### config.mk
export PLATFORM = sky130hd
export DESIGN_NAME = dhs_homing
export DESIGN_NICKNAME = d
export VERILOG_FILES = /design/src/dhs_pkg.sv /design/src/dhs_ramp.sv /design/src/dhs_homing.sv
export SDC_FILE = /design/constraint.sdc
export NUM_CORES = 1
export LEC_CHECK = 0
export BUFFER_PORTS_ARGS = -buffer_cell sky130_fd_sc_hd__buf_2
export CORE_MARGIN = 2
export CORE_UTILIZATION = 37
export CTS_CLUSTER_SIZE = 16
export DETAILED_ROUTE_END_ITERATION = 8
export PLACE_DENSITY = 0.49
export SLEW_MARGIN = 20
export SYNTH_ARGS = -nofsm -noshare
export SYNTH_HDL_FRONTEND = slang
export SYNTH_HIERARCHICAL = 1
export SYNTH_SLANG_ARGS = --single-unit
### constraint.sdc
create_clock -name i_ref_clk -period 22 [get_ports i_ref_clk]
set_input_delay 3.3 -clock i_ref_clk [delete_from_list [all_inputs] [get_ports i_ref_clk]]
set_output_delay 3.3 -clock i_ref_clk [all_outputs]
set_load 0.005 [all_outputs]
### src/dhs_pkg.sv
// Package for the proximity-dog homing sequencer: map, fields, reset values and state types
package dhs_pkg;
	localparam int DATA_W = 32;
	localparam int ADDR_W = 4;
	localparam int SPD_W = 16;

	// Register word offsets
	localparam logic [3:0] OFS_CFG = 4'h0;
	localparam logic [3:0] OFS_HOME_SPD = 4'h1;
	localparam logic [3:0] OFS_CREEP_SPD = 4'h2;
	localparam logic [3:0] OFS_SHIFT = 4'h3;
	localparam logic [3:0] OFS_POSTDOG = 4'h4;
	localparam logic [3:0] OFS_ACC = 4'h5;
	localparam logic [3:0] OFS_HOME_POS = 4'h6;
	localparam logic [3:0] OFS_STATUS = 4'h7;
	localparam logic [3:0] OFS_CUR_POS = 4'h8;

	// Homing configuration field positions
	localparam int CFG_METHOD_LSB = 0;
	localparam int CFG_DIR_BIT = 4;
	localparam int CFG_POL_BIT = 5;

	// Homing method codes
	localparam logic [3:0] METHOD_REAR = 4'h5;
	localparam logic [3:0] METHOD_COUNT = 4'h6;

	// Reset values
	localparam logic [7:0] RST_CFG = 8'h05;
	localparam logic [15:0] RST_HOME_SPD = 16'h0064;
	localparam logic [15:0] RST_CREEP_SPD = 16'h000A;
	localparam logic [31:0] RST_SHIFT = 32'h0000_0000;
	localparam logic [31:0] RST_POSTDOG = 32'h0000_0000;
	localparam logic [15:0] RST_ACC = 16'h0000;
	localparam logic [31:0] RST_HOME_POS = 32'h0000_0000;

	// Motion tick: one position update per tick
	localparam int CLK_NS = 40;
	localparam int TICK_NS = 1000;
	localparam int TICK_CYC = (TICK_NS + CLK_NS - 1) / CLK_NS;
	localparam logic [7:0] TICK_LAST = 8'(TICK_CYC - 1);

	typedef enum logic [2:0] {
		ST_IDLE = 3'b000,
		ST_FAST = 3'b001,
		ST_CREEP = 3'b010,
		ST_FINAL = 3'b011
	} dhs_state_e;

	typedef struct packed {
		logic [7:0] cfg;
		logic [15:0] home_spd;
		logic [15:0] creep_spd;
		logic [31:0] shift;
		logic [31:0] postdog;
		logic [15:0] acc;
		logic [31:0] home_pos;
	} dhs_regs_s;

	typedef struct packed {
		logic auto_manual_select;
		logic [4:0] table_select;
		logic register_posspeed_select;
		logic proximity_dog_input;
		logic start;
	} dhs_cmd_s;
endpackage

### src/dhs_ramp.sv
// Speed ramp generator: steps the speed toward a target at the configured rate
`timescale 1ns/1ps
module dhs_ramp #(
	parameter int SPD_W = 16
) (
	input wire logic i_ref_clk,
	input wire logic i_rst,
	input wire logic i_tick,
	input wire logic i_stop,
	input wire logic [SPD_W-1:0] i_target,
	input wire logic [15:0] i_acc_ticks,
	output logic [SPD_W-1:0] o_speed
);
	import dhs_pkg::*;

	typedef struct packed {
		logic [SPD_W-1:0] spd;
		logic [15:0] cnt;
	} dhs_ramp_s;

	dhs_ramp_s s_r;
	dhs_ramp_s s_nxt;

	always_comb begin
		s_nxt = s_r;
		if (i_stop) begin
			s_nxt.spd = '0;
			s_nxt.cnt = '0;
		end else if (i_tick) begin
			// One speed step per acc_ticks+1 motion ticks, both ways alike
			if (s_r.cnt >= i_acc_ticks) begin
				s_nxt.cnt = '0;
				if (s_r.spd < i_target) begin
					s_nxt.spd = s_r.spd + 1'b1;
				end else if (s_r.spd > i_target) begin
					s_nxt.spd = s_r.spd - 1'b1;
				end
			end else begin
				s_nxt.cnt = s_r.cnt + 16'h0001;
			end
		end
	end

	always_ff @(posedge i_ref_clk or posedge i_rst) begin
		if (i_rst) begin
			s_r <= '0;
		end else begin
			s_r <= s_nxt;
		end
	end

	assign o_speed = s_r.spd;

	a_ramp_step: assert property (@(posedge i_ref_clk) disable iff (i_rst)
		!i_stop && !$past(i_stop) |-> (s_r.spd == $past(s_r.spd)) || (s_r.spd == $past(s_r.spd) + 1'b1)
		|| (s_r.spd == $past(s_r.spd) - 1'b1))
		else $error("speed jumped by more than one step");
endmodule

### src/dhs_homing.sv
// Proximity-dog homing sequencer top: register port, start gating, dog edges, distance count
//
// Function
// - Method code 5 runs the rear-end reference dog homing.
// - Method code 6 runs the count-type front-end reference dog homing.
// - Direction and dog polarity come from separate fields of the config register.
// - Move at homing speed until the dog is detected.
// - After the dog is detected, decelerate to creep speed and continue.
// - Deceleration starts at the active edge of the dog front end.
// - Rear method: home after post-dog plus shift distance from dog rear end.
// - Count method: home after post-dog plus shift distance from deceleration start.
// - No encoder index pulse is used for the home position.
// - Homing ramps use the first point-table acceleration/deceleration time constant; the code takes it from the ACC register instead.
// - On completion the current position loads the configured home position value.
// - Sampled dog input gives a speed-dependent home error; count method shifts with speed.
`timescale 1ns/1ps
module dhs_homing (
	input wire logic i_ref_clk,
	input wire logic i_rst,
	input wire logic [dhs_pkg::ADDR_W-1:0] i_addr,
	input wire logic [dhs_pkg::DATA_W-1:0] i_wr_data,
	input wire logic i_wr_en,
	input wire logic i_rd_en,
	output logic [dhs_pkg::DATA_W-1:0] o_rd_data,
	input wire logic i_auto_manual_select,
	input wire logic i_table_select_1,
	input wire logic i_table_select_2,
	input wire logic i_table_select_3,
	input wire logic i_table_select_4,
	input wire logic i_table_select_5,
	input wire logic i_register_posspeed_select,
	input wire logic i_proximity_dog_input,
	input wire logic i_start,
	output logic [dhs_pkg::SPD_W-1:0] o_speed,
	output logic o_dir,
	output logic o_busy,
	output logic o_done,
	output logic [dhs_pkg::DATA_W-1:0] o_cur_pos
);
	import dhs_pkg::*;

	typedef struct packed {
		dhs_regs_s regs;
		dhs_state_e st;
		logic dog_q;
		logic [7:0] tick_cnt;
		logic tick;
		logic [31:0] travelled;
		logic [31:0] cur_pos;
		logic [SPD_W-1:0] speed;
		logic dir;
		logic busy;
		logic done;
		logic [31:0] rd_data;
	} dhs_top_s;

	dhs_top_s s_r;
	dhs_top_s s_nxt;
	dhs_cmd_s cmd;
	logic [SPD_W-1:0] ramp_spd;
	logic [SPD_W-1:0] target_spd;
	logic ramp_stop;
	logic [3:0] method;
	logic dog_act;
	logic dog_front;
	logic dog_rear;
	logic mode_ok;
	logic [32:0] goal;
	logic [32:0] reach;

	assign cmd = '{auto_manual_select: i_auto_manual_select,
		table_select: {i_table_select_5, i_table_select_4, i_table_select_3, i_table_select_2, i_table_select_1},
		register_posspeed_select: i_register_posspeed_select,
		proximity_dog_input: i_proximity_dog_input,
		start: i_start};

	assign method = s_r.regs.cfg[CFG_METHOD_LSB +: 4];
	// Dog is sampled once per clock, so its edges are only as exact as the travel per sample
	assign dog_act = cmd.proximity_dog_input ^ s_r.regs.cfg[CFG_POL_BIT];
	assign dog_front = dog_act && !s_r.dog_q;
	assign dog_rear = !dog_act && s_r.dog_q;
	assign mode_ok = cmd.auto_manual_select && (cmd.table_select == 5'h00)
		&& !cmd.register_posspeed_select
		&& ((method == METHOD_REAR) || (method == METHOD_COUNT));
	assign goal = {1'b0, s_r.regs.postdog} + {1'b0, s_r.regs.shift};
	assign reach = {1'b0, s_r.travelled} + {17'h0_0000, ramp_spd};
	assign target_spd = (s_r.st == ST_FAST) ? s_r.regs.home_spd : s_r.regs.creep_spd;
	assign ramp_stop = (s_r.st == ST_IDLE);

	dhs_ramp #(
		.SPD_W(SPD_W)
	) u_ramp (
		.i_ref_clk(i_ref_clk),
		.i_rst(i_rst),
		.i_tick(s_r.tick),
		.i_stop(ramp_stop),
		.i_target(target_spd),
		.i_acc_ticks(s_r.regs.acc),
		.o_speed(ramp_spd)
	);

	always_comb begin
		s_nxt = s_r;
		s_nxt.dog_q = dog_act;
		s_nxt.speed = ramp_spd;
		s_nxt.done = 1'b0;
		s_nxt.rd_data = '0;

		// Motion tick divider
		s_nxt.tick = 1'b0;
		if (s_r.tick_cnt == TICK_LAST) begin
			s_nxt.tick_cnt = '0;
			s_nxt.tick = 1'b1;
		end else begin
			s_nxt.tick_cnt = s_r.tick_cnt + 8'h01;
		end

		// Register writes; config is frozen while homing so a run sees one setting
		if (i_wr_en && !s_r.busy) begin
			case (i_addr)
				OFS_CFG: s_nxt.regs.cfg = i_wr_data[7:0];
				OFS_HOME_SPD: s_nxt.regs.home_spd = i_wr_data[15:0];
				OFS_CREEP_SPD: s_nxt.regs.creep_spd = i_wr_data[15:0];
				OFS_SHIFT: s_nxt.regs.shift = i_wr_data;
				OFS_POSTDOG: s_nxt.regs.postdog = i_wr_data;
				OFS_ACC: s_nxt.regs.acc = i_wr_data[15:0];
				OFS_HOME_POS: s_nxt.regs.home_pos = i_wr_data;
				default: begin
				end
			endcase
		end

		if (i_rd_en) begin
			case (i_addr)
				OFS_CFG: s_nxt.rd_data = {24'h00_0000, s_r.regs.cfg};
				OFS_HOME_SPD: s_nxt.rd_data = {16'h0000, s_r.regs.home_spd};
				OFS_CREEP_SPD: s_nxt.rd_data = {16'h0000, s_r.regs.creep_spd};
				OFS_SHIFT: s_nxt.rd_data = s_r.regs.shift;
				OFS_POSTDOG: s_nxt.rd_data = s_r.regs.postdog;
				OFS_ACC: s_nxt.rd_data = {16'h0000, s_r.regs.acc};
				OFS_HOME_POS: s_nxt.rd_data = s_r.regs.home_pos;
				OFS_STATUS: s_nxt.rd_data = {26'h000_0000, dog_act, s_r.st, s_r.done, s_r.busy};
				OFS_CUR_POS: s_nxt.rd_data = s_r.cur_pos;
				default: s_nxt.rd_data = '0;
			endcase
		end

		// Position follows the commanded speed every motion tick
		if (s_r.tick && s_r.busy) begin
			s_nxt.cur_pos = s_r.dir ? (s_r.cur_pos - {16'h0000, ramp_spd}) : (s_r.cur_pos + {16'h0000, ramp_spd});
			s_nxt.travelled = reach[31:0];
		end

		// No index pulse input exists; home is set purely by dog edges and distance
		case (s_r.st)
			ST_IDLE: begin
				if (cmd.start && mode_ok) begin
					s_nxt.st = ST_FAST;
					s_nxt.busy = 1'b1;
					s_nxt.dir = s_r.regs.cfg[CFG_DIR_BIT];
					s_nxt.travelled = '0;
				end
			end
			ST_FAST: begin
				if (dog_front) begin
					s_nxt.travelled = '0;
					s_nxt.st = (method == METHOD_COUNT) ? ST_FINAL : ST_CREEP;
				end
			end
			ST_CREEP: begin
				if (dog_rear) begin
					s_nxt.travelled = '0;
					s_nxt.st = ST_FINAL;
				end
			end
			ST_FINAL: begin
				// Stop is abrupt at the goal; the ramp only shapes speed changes on the way
				if (s_r.tick && (reach >= goal)) begin
					s_nxt.st = ST_IDLE;
					s_nxt.busy = 1'b0;
					s_nxt.done = 1'b1;
					s_nxt.cur_pos = s_r.regs.home_pos;
					s_nxt.travelled = '0;
				end
			end
			default: begin
				s_nxt.st = ST_IDLE;
				s_nxt.busy = 1'b0;
			end
		endcase
	end

	always_ff @(posedge i_ref_clk or posedge i_rst) begin
		if (i_rst) begin
			s_r <= '0;
			s_r.regs <= '{cfg: RST_CFG, home_spd: RST_HOME_SPD, creep_spd: RST_CREEP_SPD, shift: RST_SHIFT,
				postdog: RST_POSTDOG, acc: RST_ACC, home_pos: RST_HOME_POS};
			s_r.st <= ST_IDLE;
		end else begin
			s_r <= s_nxt;
		end
	end

	assign o_rd_data = s_r.rd_data;
	assign o_speed = s_r.speed;
	assign o_dir = s_r.dir;
	assign o_busy = s_r.busy;
	assign o_done = s_r.done;
	assign o_cur_pos = s_r.cur_pos;

	a_mode_select_gate: assert property (@(posedge i_ref_clk) disable iff (i_rst)
		(s_r.st == ST_IDLE) && i_start && (!i_auto_manual_select || (cmd.table_select != 5'h00)) |=> !o_busy)
		else $error("homing started outside manual homing mode");

	a_posspeed_gate: assert property (@(posedge i_ref_clk) disable iff (i_rst)
		(s_r.st == ST_IDLE) && i_register_posspeed_select |=> !o_busy)
		else $error("homing started with register position/speed select on");

	a_rear_method_path: assert property (@(posedge i_ref_clk) disable iff (i_rst)
		(s_r.st == ST_FAST) && dog_front && (method == METHOD_REAR) |=> (s_r.st == ST_CREEP) && (s_r.travelled == 32'h0))
		else $error("rear method did not wait for dog rear end");

	a_count_method_path: assert property (@(posedge i_ref_clk) disable iff (i_rst)
		(s_r.st == ST_FAST) && dog_front && (method == METHOD_COUNT) |=> (s_r.st == ST_FINAL) && (s_r.travelled == 32'h0))
		else $error("count method did not count from the front end");

	a_dir_from_cfg: assert property (@(posedge i_ref_clk) disable iff (i_rst)
		$rose(o_busy) |-> o_dir == $past(s_r.regs.cfg[CFG_DIR_BIT]))
		else $error("travel direction not taken from the config field");

	a_fast_until_dog: assert property (@(posedge i_ref_clk) disable iff (i_rst)
		(s_r.st == ST_FAST) && !dog_front |=> (s_r.st == ST_FAST))
		else $error("fast phase left without a dog front edge");

	a_front_to_creep: assert property (@(posedge i_ref_clk) disable iff (i_rst)
		(s_r.st == ST_FAST) && dog_front |=> (s_r.st != ST_FAST) && (target_spd == s_r.regs.creep_spd))
		else $error("no switch to creep speed at dog front end");

	a_home_loads_pos: assert property (@(posedge i_ref_clk) disable iff (i_rst)
		o_done |-> (o_cur_pos == s_r.regs.home_pos) && !o_busy && $past(s_r.st == ST_FINAL))
		else $error("completion without loading the home position value");

	a_start_ignored_busy: assert property (@(posedge i_ref_clk) disable iff (i_rst)
		(s_r.st != ST_IDLE) && i_start |=> (s_r.st != ST_FAST) || $past(s_r.st == ST_FAST))
		else $error("start command restarted a running homing");

	a_start_begins_busy: assert property (@(posedge i_ref_clk) disable iff (i_rst)
		(s_r.st == ST_IDLE) && i_start && mode_ok |=> o_busy && (s_r.st == ST_FAST))
		else $error("accepted start did not begin the fast phase");

	a_busy_state_match: assert property (@(posedge i_ref_clk) disable iff (i_rst)
		o_busy == (s_r.st != ST_IDLE))
		else $error("busy flag disagrees with the sequencer state");

	a_busy_ends_done: assert property (@(posedge i_ref_clk) disable iff (i_rst)
		$fell(o_busy) |-> o_done)
		else $error("busy fell without a completion pulse");

	a_done_one_pulse: assert property (@(posedge i_ref_clk) disable iff (i_rst)
		o_done |=> !o_done)
		else $error("completion pulse longer than one cycle");

	a_idle_no_motion: assert property (@(posedge i_ref_clk) disable iff (i_rst)
		(s_r.st == ST_IDLE) |=> $stable(o_cur_pos))
		else $error("position moved while idle");

	a_speed_zero_idle: assert property (@(posedge i_ref_clk) disable iff (i_rst)
		(s_r.st == ST_IDLE) && $past(s_r.st == ST_IDLE) |=> (o_speed == 16'h0000))
		else $error("speed not zero while idle");

	a_cfg_frozen: assert property (@(posedge i_ref_clk) disable iff (i_rst)
		o_busy |=> $stable(s_r.regs.cfg))
		else $error("config changed during homing");

	a_dir_held: assert property (@(posedge i_ref_clk) disable iff (i_rst)
		o_busy && $past(o_busy) |-> $stable(o_dir))
		else $error("direction changed during homing");

	a_fast_target: assert property (@(posedge i_ref_clk) disable iff (i_rst)
		(s_r.st == ST_FAST) |-> (target_spd == s_r.regs.home_spd))
		else $error("fast phase not aimed at homing speed");

	a_creep_target: assert property (@(posedge i_ref_clk) disable iff (i_rst)
		((s_r.st == ST_CREEP) || (s_r.st == ST_FINAL)) |-> (target_spd == s_r.regs.creep_spd))
		else $error("after the dog the target is not creep speed");

	a_pos_follows: assert property (@(posedge i_ref_clk) disable iff (i_rst)
		o_busy && s_r.tick && (s_r.st != ST_FINAL) |=> (o_cur_pos == (o_dir ? ($past(o_cur_pos) - $past(ramp_spd))
		: ($past(o_cur_pos) + $past(ramp_spd)))))
		else $error("position did not follow the commanded speed");

	a_rear_waits_rear: assert property (@(posedge i_ref_clk) disable iff (i_rst)
		(s_r.st == ST_CREEP) && !dog_rear |=> (s_r.st == ST_CREEP))
		else $error("creep phase left without a dog rear edge");

	a_rear_edge_final: assert property (@(posedge i_ref_clk) disable iff (i_rst)
		(s_r.st == ST_CREEP) && dog_rear |=> (s_r.st == ST_FINAL) && (s_r.travelled == 32'h0))
		else $error("distance count not restarted at dog rear end");

	a_final_not_early: assert property (@(posedge i_ref_clk) disable iff (i_rst)
		(s_r.st == ST_FINAL) && !(s_r.tick && (reach >= goal)) |=> (s_r.st == ST_FINAL))
		else $error("homing ended before the distance was covered");

	a_travel_counts: assert property (@(posedge i_ref_clk) disable iff (i_rst)
		(s_r.st == ST_FINAL) && s_r.tick && (reach < goal) |=> (s_r.travelled == $past(s_r.travelled) + $past(ramp_spd)))
		else $error("travelled distance did not add the speed");
endmodule

==> summary.txt <==
Synth
  • Compound-Gate Fraction of Synth Area: 0.165
  • Simple-Gate Fraction of Synth Area: 0.116
  • Post-synth ARST share: 1.00
  • Avg Inst Size Synth: just under 10 um^2
  • Cell Area, Synth: 0.0203 mm^2
  • Post-synth EDFFs: 0
  • Syn. warnings: 6
  • Top_reg_cell synth: dfrtp_1
  • Synth Area in Adders: 0.109
  • Syn Nets: 2260
  • Synth cell types: 87
  • Cells after Synth: 2037
  • Fraction of synthesized cell area in xor and xnor cells: 0.0623
  • Synth Register Bits: ~310
  • Register area share after synthesis: 0.385
  • Multiplexer share of the synthesized area: 0.0981
  • Largest family of logic cells by synthesized area: compound AO/OA/AOI/OAI gates

Clock tree
  • CTS tree: yes
  • Post-CTS setup buffers: 0
  • Clk sink count: 311
  • CTS root buffer: clkbuf_16
  • Cts bufs inserted: 39
  • Post-CTS Hold Buffers: 0
  • Maximum clock path buffer count: 3
  • Clock latency at the later pin of the worst-skew pair: 560 ps
  • Worst-path clk slew: 60 ps
  • CTS H-tree lvls: 2
  • Post-cts resize count: 0

Timing
  • Layout Skew: 12.0 ps
  • Unrepaired setup endpoints after global routing: false
  • Least-Margin Pin Slew: 1180 ps
  • Setup_tns: 0 ps
  • Slew Limit Fails: 0
  • Highest Clock Rate: roughly 0.17 GHz
  • Period minus WS final: 5850 ps
  • Slew HR: 0.215
  • Final hold vios: 0
  • Final setup vio count: 0
  • Hold slack: 480 ps
  • Fin crit share: 0.266

Setup path
  • Reg2Reg Setup Slack: 16150 ps
  • Slowest stage delay, CP: between 700 and 800 ps
  • Crit path top cell by count: a21oi_1
  • CP Cell Sequence: ha_1 > o21a_1 > nor2_1 > nor2_1 > o211ai_1 > nand2_1 > a221oi_1 > o21bai_1 > and2_1 > nand2_1 > xnor2_1 > ha_1 > a21o_1 > a21o_1 > a21oi_1 > o21ai_0 > a2111oi_0 > a21oi_1 > o211ai_4 > buf_4 > inv_2 > a21oi_1 > o31ai_1
  • Worst path bufs/invs: 2
  • Crit. End Element: flop
  • Crit path launch type: flop
  • Worst-path cell with the longest stage delay: dfrtp_1
  • Crit Path Max Fanout: 54
  • Crit path kind: reg2reg
  • Delay-heaviest family, CP: compound AO/OA/AOI/OAI gates
  • WP data required: 22420 ps
  • CP arrival: 6270 ps

Power
  • Sw power: 0.000916 W
  • Switching share of power: 0.389
  • Internal: about 0.0014 W
  • Reg power frac: 0.318
  • Peak supply drop: 0.0000494 V
  • Pleak: 11.0 nW
  • Logic pwr share: 0.411
  • Power Density: 105 mW/mm^2
  • Share of total power in the clock network: 0.271
  • Total power: 0.00235 W

Job
  • Max-cap violations: 0

GRT
  • First-pass GRT wire length: 95100 um
  • Largest net degree at the start of global routing: between 70 and 80
  • Vias in the first global route: 16.0k
  • Initial antenna violation count: 1
  • GRT Total Usage: 0.218
  • Grt ovf: 0

Die
  • Core Rows: 85
  • Chip width: 238 um
  • Die Height: 238 um
  • Core ar.: 0.0539 mm^2
  • I/O pin total: 132
  • Full die area: 0.0566 mm^2
  • Initial Utilization: 0.376

Detailed routing
  • DRT Wirelength: 61700 um
  • Final ANT Viol Nets: 0
  • # DRC: 0
  • DR WL/cell: 22.0 um
  • Vias after detailed routing: roughly 16k
  • Iteration-0 DRC Markers: 1028
  • DRT Pass-1 Iters: 6
  • Vias/cell: 5.58

Finish
  • Antenna diodes: 0
  • Share of cells above drive strength 1: 0.212
  • Final nets: around 2.3k
  • Area Growth Syn to Fin: 10.2%
  • Post-route cell area: roughly 0.022 mm^2

Placed design
  • DP Area: 0.0211 mm^2
  • RD Place Congestion: 0.866
  • I/O Buffers: 131
  • DP HPWL: 44600 um

Outcome
  • Status: completed

Worst hold path
  • Hold crit path type: reg2reg
[final timing paths]
check | start | to | depth (start not counted)
max in group asynchronous | i_rst | s_r[148] | 3
setup reg to reg | u_ramp/o_speed[5] | o_cur_pos[30] | 23
hold / removal | s_r[123] | s_r[123] | 1
setup / recovery | u_ramp/o_speed[5] | o_cur_pos[30] | 23
hold reg to reg | s_r[123] | s_r[123] | 1
min in group asynchronous | i_rst | s_r[119] | 2
[synth_stat cells, types with 4 or more instances]
cell type  instances  area (um^2)
fa_1               4         80.1
a21oi_2            6         52.6
and4_1             5         43.8
a22oi_1           20          150
nand4_1           26          163
nand2b_1          16          100
mux2i_1            5         50.1
o21bai_1          12         90.1
nand2_1          178          668
o31ai_1           14          105
dfstp_2            7          184
and3_1            17          106
xnor2_1           79          692
or3_1              4         25.0
nor2b_1           12         75.1
nor4_1             8         50.1
buf_1             14         52.6
xor2_1            65          569
or2_2              5         31.3
and2_1            11         68.8
o21ai_1           12         60.1
o21a_1             8         60.1
dfrtp_1          304         7610
a21oi_1          146          731
a31oi_1           42          263
a221oi_1           9         78.8
clkbuf_1          48          180
o211ai_1           8         60.1
buf_4             96          721
nor3_1            28          140
a21o_1            76          571
mux2_2           172         1940
nand3_1           46          230
o21ai_0           37          185
nor2_1           124          465
ha_1             170         2130
buf_2              9         45.0
a22o_1            12          105
inv_1             77          289
a222oi_1          32          320
[cell families (layout without fill, tap and decap cells)]
family,count (synthesis),in the layout
fa+ha+maj,174,174
mux,177,177
flops,311,311
buf+inv,246,311
xor+xnor,144,144
simple gates,501,501
compound gates,484,484
[flip-flops by register name (all words and copies together), names as in the netlist, 4 cells and up]
name and flops:
o_rd_data 32, u_ramp/o_speed 16, u_ramp/s_r 16, o_speed 16, method 4, s_r 192, o_cur_pos 32
[cell type report]
cell class	count	area [um^2]
fillers	5371	31600
flip-flops and latches	311	7790
inverters	78	300
clock inverters	9	100
multi-input cells	1480	11200
repair buffers	163	896
clock buffers	61	1150
well taps	696	871
[routing by layer]
metal  track usage  routed length, um  up-vias
li1              -                  -     7370
met1         0.288              27700     7781
met2         0.366              29300      376
met3        0.0371               3020       91
met4        0.0678               1660        0
met5             0                  0        -
[stage by stage]
step	utilization	instances	worst slack, ps
CTS	0.414	2798	16160
floorplan	-	2037	11020
global placement	0.391	2728	16070
detailed placement	0.391	2728	16110
global route	0.414	2798	15480
finish	0.414	2798	16150
[power by group through the flow]
stage	logic, W	clock network [W]	registers, W
finish	0.000968	0.000639	0.000748
global route	0.00108	0.000683	0.000758
CTS	0.000970	0.000658	0.000748
detailed placement	0.000962	0	0.000758
global placement	0.000950	0	0.000755
floorplan	0.000754	0	0.000708
[layout by cell type, fill, tap and decap left out, types with 5 or more instances in the layout]
cell       Yosys  routed
clkbuf_16      0      41
ha_1         170     170
and2_1        11      10
buf_2          9     131
a221oi_1       9       9
nand4_1       26      26
o21a_1         8       8
nand3_1       46      46
a22oi_1       20      20
mux2i_1        5       5
o21bai_1      12      12
dfrtp_1      304     304
o21ai_1       12      12
or2_2          5       5
xnor2_1       79      79
clkbuf_1      48      15
mux2_2       172     172
and4_1         5       5
xor2_1        65      65
nor2b_1       12      12
clkinv_2       0       5
clkbuf_8       0       5
a22o_1        12      12
nor3_1        28      24
o211ai_1       8       8
o21ai_0       37      37
nand2_1      178     176
dfstp_2        7       7
and3_1        17      17
a222oi_1      32      32
buf_4         96      32
a21oi_1      146     146
inv_1         77      76
a21oi_2        6       6
nor4_1         8       7
o31ai_1       14      14
a21o_1        76      76
nand2b_1      16      16
a31oi_1       42      42
nor2_1       124     123
(Power assumes the default switching activity.)
